--- src/logic/interp_pkg.sv ---
// Purpose: constants and types shared by the unsigned interpolate datapath
// Assumes: 32-bit Avalon-MM register bus, byte addresses, one word each
// Notes: register offsets are byte addresses on the slave port
package interp_pkg;
    // register map
    localparam logic [7:0] OFS_CTRL = 8'h00;
    localparam logic [7:0] OFS_OPWORD = 8'h04;
    localparam logic [7:0] OFS_DEST = 8'h08;
    localparam logic [7:0] OFS_SRC_M = 8'h0C;
    localparam logic [7:0] OFS_SRC_N = 8'h10;
    localparam logic [7:0] OFS_EA = 8'h14;
    localparam logic [7:0] OFS_STATUS = 8'h18;
    localparam logic [7:0] OFS_FLAGS = 8'h1C;
    localparam logic [7:0] OFS_IRQ_STATUS = 8'h20;
    localparam logic [7:0] OFS_IRQ_MASK = 8'h24;
    // field positions
    localparam int CTRL_START_BIT = 0;
    localparam int IRQ_DONE_BIT = 0;
    localparam int IRQ_ILLEGAL_BIT = 1;
    localparam int FLAG_X = 4;
    localparam int FLAG_N = 3;
    localparam int FLAG_Z = 2;
    localparam int FLAG_V = 1;
    localparam int FLAG_C = 0;
    // reset values
    localparam logic [31:0] RST_WORD = 32'h0000_0000;
    localparam logic [4:0] RST_FLAGS = 5'h00;
    localparam logic [1:0] RST_IRQ = 2'h0;
    // instruction encoding
    localparam logic [9:0] OP_FIXED = 10'h3E0;
    localparam logic [1:0] MODE_TABLE = 2'h1;
    localparam logic [1:0] MODE_REG = 2'h0;
    localparam logic [1:0] SIZE_BYTE = 2'h0;
    localparam logic [1:0] SIZE_WORD = 2'h1;
    localparam logic [1:0] SIZE_LONG = 2'h2;
    localparam logic [2:0] EA_IND = 3'h2;
    localparam logic [2:0] EA_DISP = 3'h5;
    localparam logic [2:0] EA_INDEX = 3'h6;
    localparam logic [2:0] EA_EXT = 3'h7;
    localparam logic [2:0] EA_EXT_MAX_REG = 3'h3;
    localparam logic [39:0] HALF_LSB = 40'h00_0000_0080;
    // sequencer states
    typedef enum logic [1:0] {
        S_IDLE,
        S_RD_N,
        S_RD_N1,
        S_CALC
    } seq_t;
endpackage

--- src/logic/unsigned_table_interpolate.sv ---
// Purpose: unsigned table lookup / register interpolate execution datapath
// Assumes: sequencer loads operands over Avalon-MM, memory answers reads
// Notes: one interpolation at a time; busy blocks operand writes
//
// Overview of operation
// RULE_01 - two modes: table lookup from memory, or two data registers
// RULE_02 - table mode: destination low 16 bits are 8.8 independent variable
// RULE_03 - entry n at address plus integer byte times size; then n+1
// RULE_04 - result is entry n plus difference times fraction
// RULE_05 - register mode: sources are entries, only fraction byte used
// RULE_06 - entries are unsigned, width 8, 16 or 32 by size
// RULE_07 - unrounded results are zero-extended to 32 bits
// RULE_08 - round bit zero: add one when discarded fraction is half or more
// RULE_09 - rounded result writes only the bits of the chosen size
// RULE_10 - unrounded integer part lands at 15:8, 23:8 or 31:8
// RULE_11 - unrounded fraction always lands in the lowest byte
// RULE_12 - extend kept, negative from msb, zero on zero, carry cleared
// RULE_13 - overflow when unrounded long integer leaves signed 24-bit range
// RULE_14 - table mode decoded from fixed two-word encoding
// RULE_15 - software keeps tables within 257 entries
// RULE_16 - resolution one 256th of entry spacing
// RULE_17 - size field 00 byte, 01 word, 10 long
// RULE_18 - zero address mode selects register variant, else source zero
// RULE_19 - table mode accepts only control addressing modes
`timescale 1ns/1ps
module unsigned_table_interpolate (
    input wire logic sys_clk,
    input wire logic reset,
    input wire logic [7:0] avs_address,
    input wire logic avs_read,
    input wire logic avs_write,
    input wire logic [31:0] avs_writedata,
    input wire logic [3:0] avs_byteenable,
    output logic [31:0] avs_readdata,
    output logic avs_waitrequest,
    output logic irq,
    output logic mem_read,
    output logic [31:0] mem_address,
    output logic [1:0] mem_size,
    input wire logic [31:0] mem_readdata,
    input wire logic mem_valid
);

    typedef struct packed {
        interp_pkg::seq_t seq;
        logic waitreq;
        logic [31:0] readdata;
        logic irq;
        logic [31:0] opword;
        logic [31:0] dest;
        logic [31:0] src_m;
        logic [31:0] src_n;
        logic [31:0] ea;
        logic [4:0] flags;
        logic [1:0] irq_status;
        logic [1:0] irq_mask;
        logic [31:0] entry_n;
        logic [31:0] entry_n1;
        logic mem_read;
        logic [31:0] mem_addr;
    } state_t;

    state_t cur;
    state_t nxt;

    logic [31:0] be_mask;
    logic accept;
    logic wr_acc;
    logic rd_acc;
    logic [15:0] w1;
    logic [15:0] w2;
    logic [2:0] ea_mode;
    logic [2:0] ea_reg;
    logic [1:0] size;
    logic round_off;
    logic ea_ok;
    logic enc_ok;
    logic reg_mode;
    logic [31:0] ent_n;
    logic [31:0] ent_n1;
    logic signed [32:0] diff;
    logic signed [41:0] prod;
    logic [39:0] full;
    logic [39:0] full_rnd;
    logic [31:0] rnd;
    logic [31:0] result;
    logic res_msb;
    logic res_zero;
    logic ovf;
    logic [31:0] scaled_idx;
    logic [31:0] step;
    logic [1:0] irq_set;
    logic [31:0] rd_mux;

    // byte-lane write mask from the byte enables
    generate
        for (genvar i = 0; i < 4; i++) begin : g_be
            assign be_mask[8*i +: 8] = {8{avs_byteenable[i]}};
        end
    endgenerate

    // bus handshake: answer one cycle after the request appears
    assign accept = (avs_read || avs_write) && !cur.waitreq;
    assign wr_acc = accept && avs_write;
    assign rd_acc = accept && avs_read;

    // instruction field split
    assign w1 = cur.opword[31:16];
    assign w2 = cur.opword[15:0];
    assign ea_mode = w1[5:3];
    assign ea_reg = w1[2:0];
    assign size = w2[7:6];
    assign round_off = w2[10];
    assign reg_mode = (ea_mode == 3'h0); // RULE_18

    // control addressing modes only
    always_comb begin
        unique case (ea_mode)
            interp_pkg::EA_IND: ea_ok = 1'b1; // RULE_19
            interp_pkg::EA_DISP: ea_ok = 1'b1; // RULE_19
            interp_pkg::EA_INDEX: ea_ok = 1'b1; // RULE_19
            interp_pkg::EA_EXT: ea_ok = (ea_reg <= interp_pkg::EA_EXT_MAX_REG);
            default: ea_ok = 1'b0;
        endcase
    end

    // full two-word encoding check for both variants
    always_comb begin
        enc_ok = (w1[15:6] == interp_pkg::OP_FIXED) // RULE_14
            && !w2[15] && !w2[11] && (w2[5:3] == 3'h0)
            && (size != 2'h3); // RULE_17
        if (reg_mode) begin
            enc_ok = enc_ok && (w2[9:8] == interp_pkg::MODE_REG); // RULE_18
        end else begin
            enc_ok = enc_ok && ea_ok
                && (w2[9:8] == interp_pkg::MODE_TABLE) // RULE_14
                && (w2[2:0] == 3'h0); // RULE_18
        end
    end

    // entries trimmed to unsigned values of the operand size
    always_comb begin
        unique case (size)
            interp_pkg::SIZE_BYTE: begin
                ent_n = {24'h0, cur.entry_n[7:0]}; // RULE_06
                ent_n1 = {24'h0, cur.entry_n1[7:0]};
                step = 32'h0000_0001;
            end
            interp_pkg::SIZE_WORD: begin
                ent_n = {16'h0, cur.entry_n[15:0]}; // RULE_06
                ent_n1 = {16'h0, cur.entry_n1[15:0]};
                step = 32'h0000_0002;
            end
            default: begin
                ent_n = cur.entry_n; // RULE_06
                ent_n1 = cur.entry_n1;
                step = 32'h0000_0004;
            end
        endcase
    end

    // table index scaled by operand size in bytes
    always_comb begin
        unique case (size)
            interp_pkg::SIZE_BYTE: scaled_idx = {24'h0, cur.dest[15:8]};
            interp_pkg::SIZE_WORD: scaled_idx = {23'h0, cur.dest[15:8], 1'b0};
            default: scaled_idx = {22'h0, cur.dest[15:8], 2'b0}; // RULE_03
        endcase
    end

    // interpolation: entry*256 + (n1 - n) * fraction, in 1/256 steps
    assign diff = $signed({1'b0, ent_n1}) - $signed({1'b0, ent_n}); // RULE_04
    assign prod = diff * $signed({1'b0, cur.dest[7:0]}); // RULE_16
    assign full = 40'({ent_n, 8'h00} + 40'(prod)); // RULE_04
    assign full_rnd = full + interp_pkg::HALF_LSB; // RULE_08
    assign rnd = full_rnd[39:8];

    // place result by size and rounding choice
    always_comb begin
        result = cur.dest;
        res_msb = 1'b0;
        res_zero = 1'b0;
        ovf = 1'b0;
        if (!round_off) begin
            unique case (size)
                interp_pkg::SIZE_BYTE: begin
                    result = {cur.dest[31:8], rnd[7:0]}; // RULE_09
                    res_msb = rnd[7];
                    res_zero = (rnd[7:0] == 8'h00);
                end
                interp_pkg::SIZE_WORD: begin
                    result = {cur.dest[31:16], rnd[15:0]}; // RULE_09
                    res_msb = rnd[15];
                    res_zero = (rnd[15:0] == 16'h0000);
                end
                default: begin
                    result = rnd; // RULE_09
                    res_msb = rnd[31];
                    res_zero = (rnd == 32'h0);
                end
            endcase
        end else begin
            unique case (size)
                interp_pkg::SIZE_BYTE: begin
                    result = {16'h0, full[15:0]}; // RULE_07 RULE_10 RULE_11
                    res_msb = full[15];
                    res_zero = (full[15:0] == 16'h0000);
                end
                interp_pkg::SIZE_WORD: begin
                    result = {8'h0, full[23:0]}; // RULE_07 RULE_10 RULE_11
                    res_msb = full[23];
                    res_zero = (full[23:0] == 24'h0);
                end
                default: begin
                    result = full[31:0]; // RULE_10 RULE_11
                    res_msb = full[31];
                    res_zero = (full[31:0] == 32'h0);
                    ovf = |full[39:31]; // RULE_13
                end
            endcase
        end
    end

    // register read mux; unmapped offsets read zero
    always_comb begin
        unique case (avs_address)
            interp_pkg::OFS_OPWORD: rd_mux = cur.opword;
            interp_pkg::OFS_DEST: rd_mux = cur.dest;
            interp_pkg::OFS_SRC_M: rd_mux = cur.src_m;
            interp_pkg::OFS_SRC_N: rd_mux = cur.src_n;
            interp_pkg::OFS_EA: rd_mux = cur.ea;
            interp_pkg::OFS_STATUS: rd_mux = {31'h0, cur.seq != interp_pkg::S_IDLE};
            interp_pkg::OFS_FLAGS: rd_mux = {27'h0, cur.flags};
            interp_pkg::OFS_IRQ_STATUS: rd_mux = {30'h0, cur.irq_status};
            interp_pkg::OFS_IRQ_MASK: rd_mux = {30'h0, cur.irq_mask};
            default: rd_mux = 32'h0;
        endcase
    end

    // next-state logic for bus, registers and sequencer
    always_comb begin
        nxt = cur;
        irq_set = 2'h0;
        nxt.waitreq = !((avs_read || avs_write) && cur.waitreq);
        if (rd_acc) begin
            nxt.readdata = 32'h0;
        end
        if ((avs_read || avs_write) && cur.waitreq) begin
            nxt.readdata = avs_read ? rd_mux : 32'h0;
        end
        // software writes while idle
        if (wr_acc && cur.seq == interp_pkg::S_IDLE) begin
            unique case (avs_address)
                interp_pkg::OFS_OPWORD:
                    nxt.opword = (cur.opword & ~be_mask) | (avs_writedata & be_mask);
                interp_pkg::OFS_DEST:
                    nxt.dest = (cur.dest & ~be_mask) | (avs_writedata & be_mask);
                interp_pkg::OFS_SRC_M:
                    nxt.src_m = (cur.src_m & ~be_mask) | (avs_writedata & be_mask);
                interp_pkg::OFS_SRC_N:
                    nxt.src_n = (cur.src_n & ~be_mask) | (avs_writedata & be_mask);
                interp_pkg::OFS_EA:
                    nxt.ea = (cur.ea & ~be_mask) | (avs_writedata & be_mask);
                interp_pkg::OFS_FLAGS:
                    if (avs_byteenable[0]) begin
                        nxt.flags = avs_writedata[4:0];
                    end
                default: ;
            endcase
        end
        if (wr_acc && avs_address == interp_pkg::OFS_IRQ_MASK && avs_byteenable[0]) begin
            nxt.irq_mask = avs_writedata[1:0];
        end
        if (wr_acc && avs_address == interp_pkg::OFS_IRQ_STATUS && avs_byteenable[0]) begin
            nxt.irq_status = cur.irq_status & ~avs_writedata[1:0];
        end
        // sequencer
        unique case (cur.seq)
            interp_pkg::S_IDLE: begin
                if (wr_acc && avs_address == interp_pkg::OFS_CTRL
                        && avs_byteenable[0]
                        && avs_writedata[interp_pkg::CTRL_START_BIT]) begin
                    if (!enc_ok) begin
                        irq_set[interp_pkg::IRQ_ILLEGAL_BIT] = 1'b1;
                    end else if (reg_mode) begin
                        nxt.entry_n = cur.src_m; // RULE_05 RULE_01
                        nxt.entry_n1 = cur.src_n; // RULE_05
                        nxt.seq = interp_pkg::S_CALC;
                    end else begin
                        nxt.mem_addr = cur.ea + scaled_idx; // RULE_03 RULE_02
                        nxt.mem_read = 1'b1; // RULE_01
                        nxt.seq = interp_pkg::S_RD_N;
                    end
                end
            end
            interp_pkg::S_RD_N: begin
                if (mem_valid) begin
                    nxt.entry_n = mem_readdata;
                    nxt.mem_addr = cur.mem_addr + step; // RULE_03
                    nxt.seq = interp_pkg::S_RD_N1;
                end
            end
            interp_pkg::S_RD_N1: begin
                if (mem_valid) begin
                    nxt.entry_n1 = mem_readdata;
                    nxt.mem_read = 1'b0;
                    nxt.seq = interp_pkg::S_CALC;
                end
            end
            interp_pkg::S_CALC: begin
                nxt.dest = result;
                nxt.flags[interp_pkg::FLAG_N] = res_msb; // RULE_12
                nxt.flags[interp_pkg::FLAG_Z] = res_zero; // RULE_12
                nxt.flags[interp_pkg::FLAG_V] = ovf; // RULE_13
                nxt.flags[interp_pkg::FLAG_C] = 1'b0; // RULE_12
                irq_set[interp_pkg::IRQ_DONE_BIT] = 1'b1;
                nxt.seq = interp_pkg::S_IDLE;
            end
        endcase
        // set wins over a clear in the same cycle
        nxt.irq_status = nxt.irq_status | irq_set;
        nxt.irq = |(nxt.irq_status & nxt.irq_mask);
    end

    // state register
    always_ff @(posedge sys_clk) begin
        if (reset) begin
            cur.seq <= interp_pkg::S_IDLE;
            cur.waitreq <= 1'b1;
            cur.readdata <= interp_pkg::RST_WORD;
            cur.irq <= 1'b0;
            cur.opword <= interp_pkg::RST_WORD;
            cur.dest <= interp_pkg::RST_WORD;
            cur.src_m <= interp_pkg::RST_WORD;
            cur.src_n <= interp_pkg::RST_WORD;
            cur.ea <= interp_pkg::RST_WORD;
            cur.flags <= interp_pkg::RST_FLAGS;
            cur.irq_status <= interp_pkg::RST_IRQ;
            cur.irq_mask <= interp_pkg::RST_IRQ;
            cur.entry_n <= interp_pkg::RST_WORD;
            cur.entry_n1 <= interp_pkg::RST_WORD;
            cur.mem_read <= 1'b0;
            cur.mem_addr <= interp_pkg::RST_WORD;
        end else begin
            cur <= nxt;
        end
    end

    // outputs straight from the state register
    assign avs_readdata = cur.readdata;
    assign avs_waitrequest = cur.waitreq;
    assign irq = cur.irq;
    assign mem_read = cur.mem_read;
    assign mem_address = cur.mem_addr;
    assign mem_size = cur.opword[7:6];

endmodule

--- config.mk ---
export PLATFORM = sky130hd
export DESIGN_NAME = unsigned_table_interpolate
export DESIGN_NICKNAME = d
export VERILOG_FILES = /design/src/logic/interp_pkg.sv /design/src/logic/unsigned_table_interpolate.sv
export SDC_FILE = /design/constraint.sdc
export NUM_CORES = 2
export LEC_CHECK = 0
export BUFFER_PORTS_ARGS = -buffer_cell sky130_fd_sc_hd__buf_2
export CORE_UTILIZATION = 60
export DETAILED_ROUTE_END_ITERATION = 16
export PLACE_DENSITY = 0.78
export SYNTH_ARGS = -nofsm -noshare
export SYNTH_HDL_FRONTEND = slang
export SYNTH_SLANG_ARGS = --single-unit
--- constraint.sdc ---
create_clock -name sys_clk -period 17.1 [get_ports sys_clk]
set_input_delay 2.565 -clock sys_clk [delete_from_list [all_inputs] [get_ports sys_clk]]
set_output_delay 2.565 -clock sys_clk [all_outputs]
set_load 0.02 [all_outputs]
==> reports/qor.yml <==
syn_nets: 3973
path_clk_slew_ps: 70
numClockSinks: 302
synth_top_family_by_area: "adder cells"
cts_hold_buffers: 0
gp_routability_congestion: 0.979
min_period_ps: 10730
ys_warn_count: 0
met2_usage_pct: 58.5
drc_errors: 0
synth_edf_count: 0
crit_family: "compound AO/OA/AOI/OAI gates"
clockBufferDepth: 3
dieArea_mm2: 0.0478
cp.arrival_ps: 11190
vias_per_cell: 6.28
crit_required_ps: 17560
critPathCaptureType: "flip-flop"
power.density_mw_per_mm2: 169
io-pin-count: 150
ir_drop_mv: 0.274
syn_inst: 3528
vias: 25800
crit_top_cell: "a21o_1"
r2r_end: "cur[233]"
internal-power_mw: 2.48
rows: 79
ctsResizeCount: 0
critPathLaunchType: "flip-flop"
routed_wl_mm: 84.7
drt_pass1_iterations: 9
synth_compound_area_share_pct: 18.2
setup_tns_ps: 0
grt_pass1_wl_mm: 137
synth_area_leader_cell: "dfxtp_1"
worstSkewPairLatency_ps: 580
dr.first_iter.drc_count: 3376
core_mm2: 0.0465
dp_slack_ps: 6620
grt_pass1_vias: 25400
met3_usage_pct: 3.44
synthFlopType: "dfxtp_1"
rsz0062_at_grt: "false"
status: "complete, no violations"
slew_violations: 0
p_switching_mw: 2.59
grt_use_met1_pct: 48.2
timing.final.crit_share_pct: 62.7
yosysSeqAreaShare_pct: 21.5
placed_cell_area_mm2: 0.0287
r2r_cells: 34
numCtsBuffers: 30
synthToLayoutAreaGrowth_pct: 6.22
worst_pin_slew_ps: 1220
critPathKind: "flip-flop to flip-flop"
final_core_util_pct: 64.4
dp_hpwl_mm: 64.6
final-hold-violation-count: 0
ys_ff_latch: 302
pwr-share-comb_pct: 66.0
top_usage_layer: "met2"
synth.area.mux_share_pct: 3.67
wl_per_cell_um: 20.6
cts_tree: "done"
async_reset_ff_share_pct: 0
ys_top_cells_by_area: "dfxtp_1 21%, fa_1 16%, ha_1 5.9%"
slowest_stage: "o41ai_1"
chipHeight_um: 219
ant_nets: 0
relSlewSlack_pct: 18.6
synthXorXnorAreaFrac_pct: 3.67
die_w_um: 219
sw_frac_of_total_pct: 51.1
yosysMostFrequentCell: "nand2_1"
io_buffers: 149
hold_path.class: "flip-flop to flip-flop"
synth-simple-area-share_pct: 21.5
drv_cap: 0
seq_power_share_pct: 17.9
cts_max_level: 1
timing.critical_path.buf_inv: 3
synth_area_mm2: 0.0282
max_freq_mhz: 93.2
ys_types: 85
initial_core_util_pct: 60.6
synthAdderAreaFrac_pct: 22.4
post_cts_buffers: 0
grt_use_total_pct: 35.6
setup_viol: 0
fin_skew_ps: 13.8
synth_top_area_share_pct: 21.5
synth_area_per_cell_um2: 7.98
rrSetupSlack_ps: 6370
antenna_found_initial: 7
critPathMaxFanout: 71
nets: 3916
cpPeakStageDelay_ps: 700
p_leak_nw: 11.9
drive_gt1_share_pct: 7.98
min_delay_path_depth: 2
grt_start_max_net_pins: 126
clockRootBuffer: "clkbuf_16"
gr-total-overflow: 0
p_clk_share_pct: 16.1
stdcell_area_mm2: 0.0299
fin_ws_ps: 6370
synthTopCellsByCount: "417 x nand2_1, 343 x inv_1, 302 x dfxtp_1"
==> how the worst max path moves through the flow <==
| stage | from | endpoint | slack (ps) | cells after the start |
|---|---|---|---|---|
| final | flip-flop | cur[233] | 6370 | 34 |
| after global routing | flip-flop | cur[233] | 5590 | 34 |
| after CTS | flip-flop | cur[233] | 6550 | 34 |
| after detailed placement | flip-flop | cur[233] | 6620 | 34 |
| after global placement | flip-flop | cur[233] | 7030 | 34 |
| after floorplan | flip-flop | cur[233] | 7320 | 37 |
==> cell type report <==
class	count	area, µm²
timing repair buffer	180	987
fill	4006	16500
multi-input combinational	2614	19600
clock buffer	37	838
antenna	5	12.5
sequential	302	6050
tap	607	759
inverter	343	1290
clock inverter	19	383
==> routing by layer <==
metal  up-vias  wire, µm
met5         -        43
met4         6      3290
li1      11800         -
met1     12400     34700
met2      1405     39400
met3       199      7300
==> metrics by stage <==
step / std cells / power (mW) / hold WS, ps
detailed placement: 4046 / 4.16 / 450
global route: 4106 / 5.43 / 486
CTS: 4102 / 4.99 / 459
floorplan: 3528 / 3.27 / 436
finish: 4107 / 5.06 / 459
global placement: 4046 / 4.09 / 442
==> power groups by stage <==
stage	clock, mW	sequential (mW)	combinational, mW
3_3_place_gp	0	0.917	3.17
2_1_floorplan	0	0.875	2.40
4_1_cts	0.814	0.903	3.28
6_report	0.814	0.906	3.34
5_1_grt	0.844	0.916	3.67
3_5_place_dp	0	0.918	3.24
==> tightest hold or removal path, cell delays in order, from the launching register on <==
cell and delay [ps]:
dfxtp_1 310, nand2_1 50, a21oi_1 50
==> cell usage in the layout (no fill, tap or decap), types with 22 or more instances in the layout <==
| master | instances |
|---|---|
| nand2b_1 | 23 |
| nand4_1 | 22 |
| a211oi_1 | 96 |
| ha_1 | 130 |
| nor3_1 | 41 |
| and3_1 | 30 |
| xor2_1 | 35 |
| nor2_1 | 238 |
| inv_1 | 343 |
| o21ai_0 | 105 |
| fa_1 | 232 |
| xnor2_1 | 83 |
| buf_4 | 31 |
| a22oi_1 | 46 |
| clkbuf_16 | 31 |
| buf_2 | 148 |
| dfxtp_1 | 301 |
| a21o_1 | 28 |
| a21oi_1 | 293 |
| and2_1 | 218 |
| a222oi_1 | 37 |
| nor2b_1 | 57 |
| nand3_1 | 125 |
| mux2i_1 | 91 |
| nand2_1 | 417 |
==> kinds of logic after synthesis <==
kind of cell,after synthesis
compound gates,787
flops,302
mux,102
xor+xnor,118
simple gates,1243
buf+inv,612
fa+ha+maj,364
(Power assumes the default switching activity.)
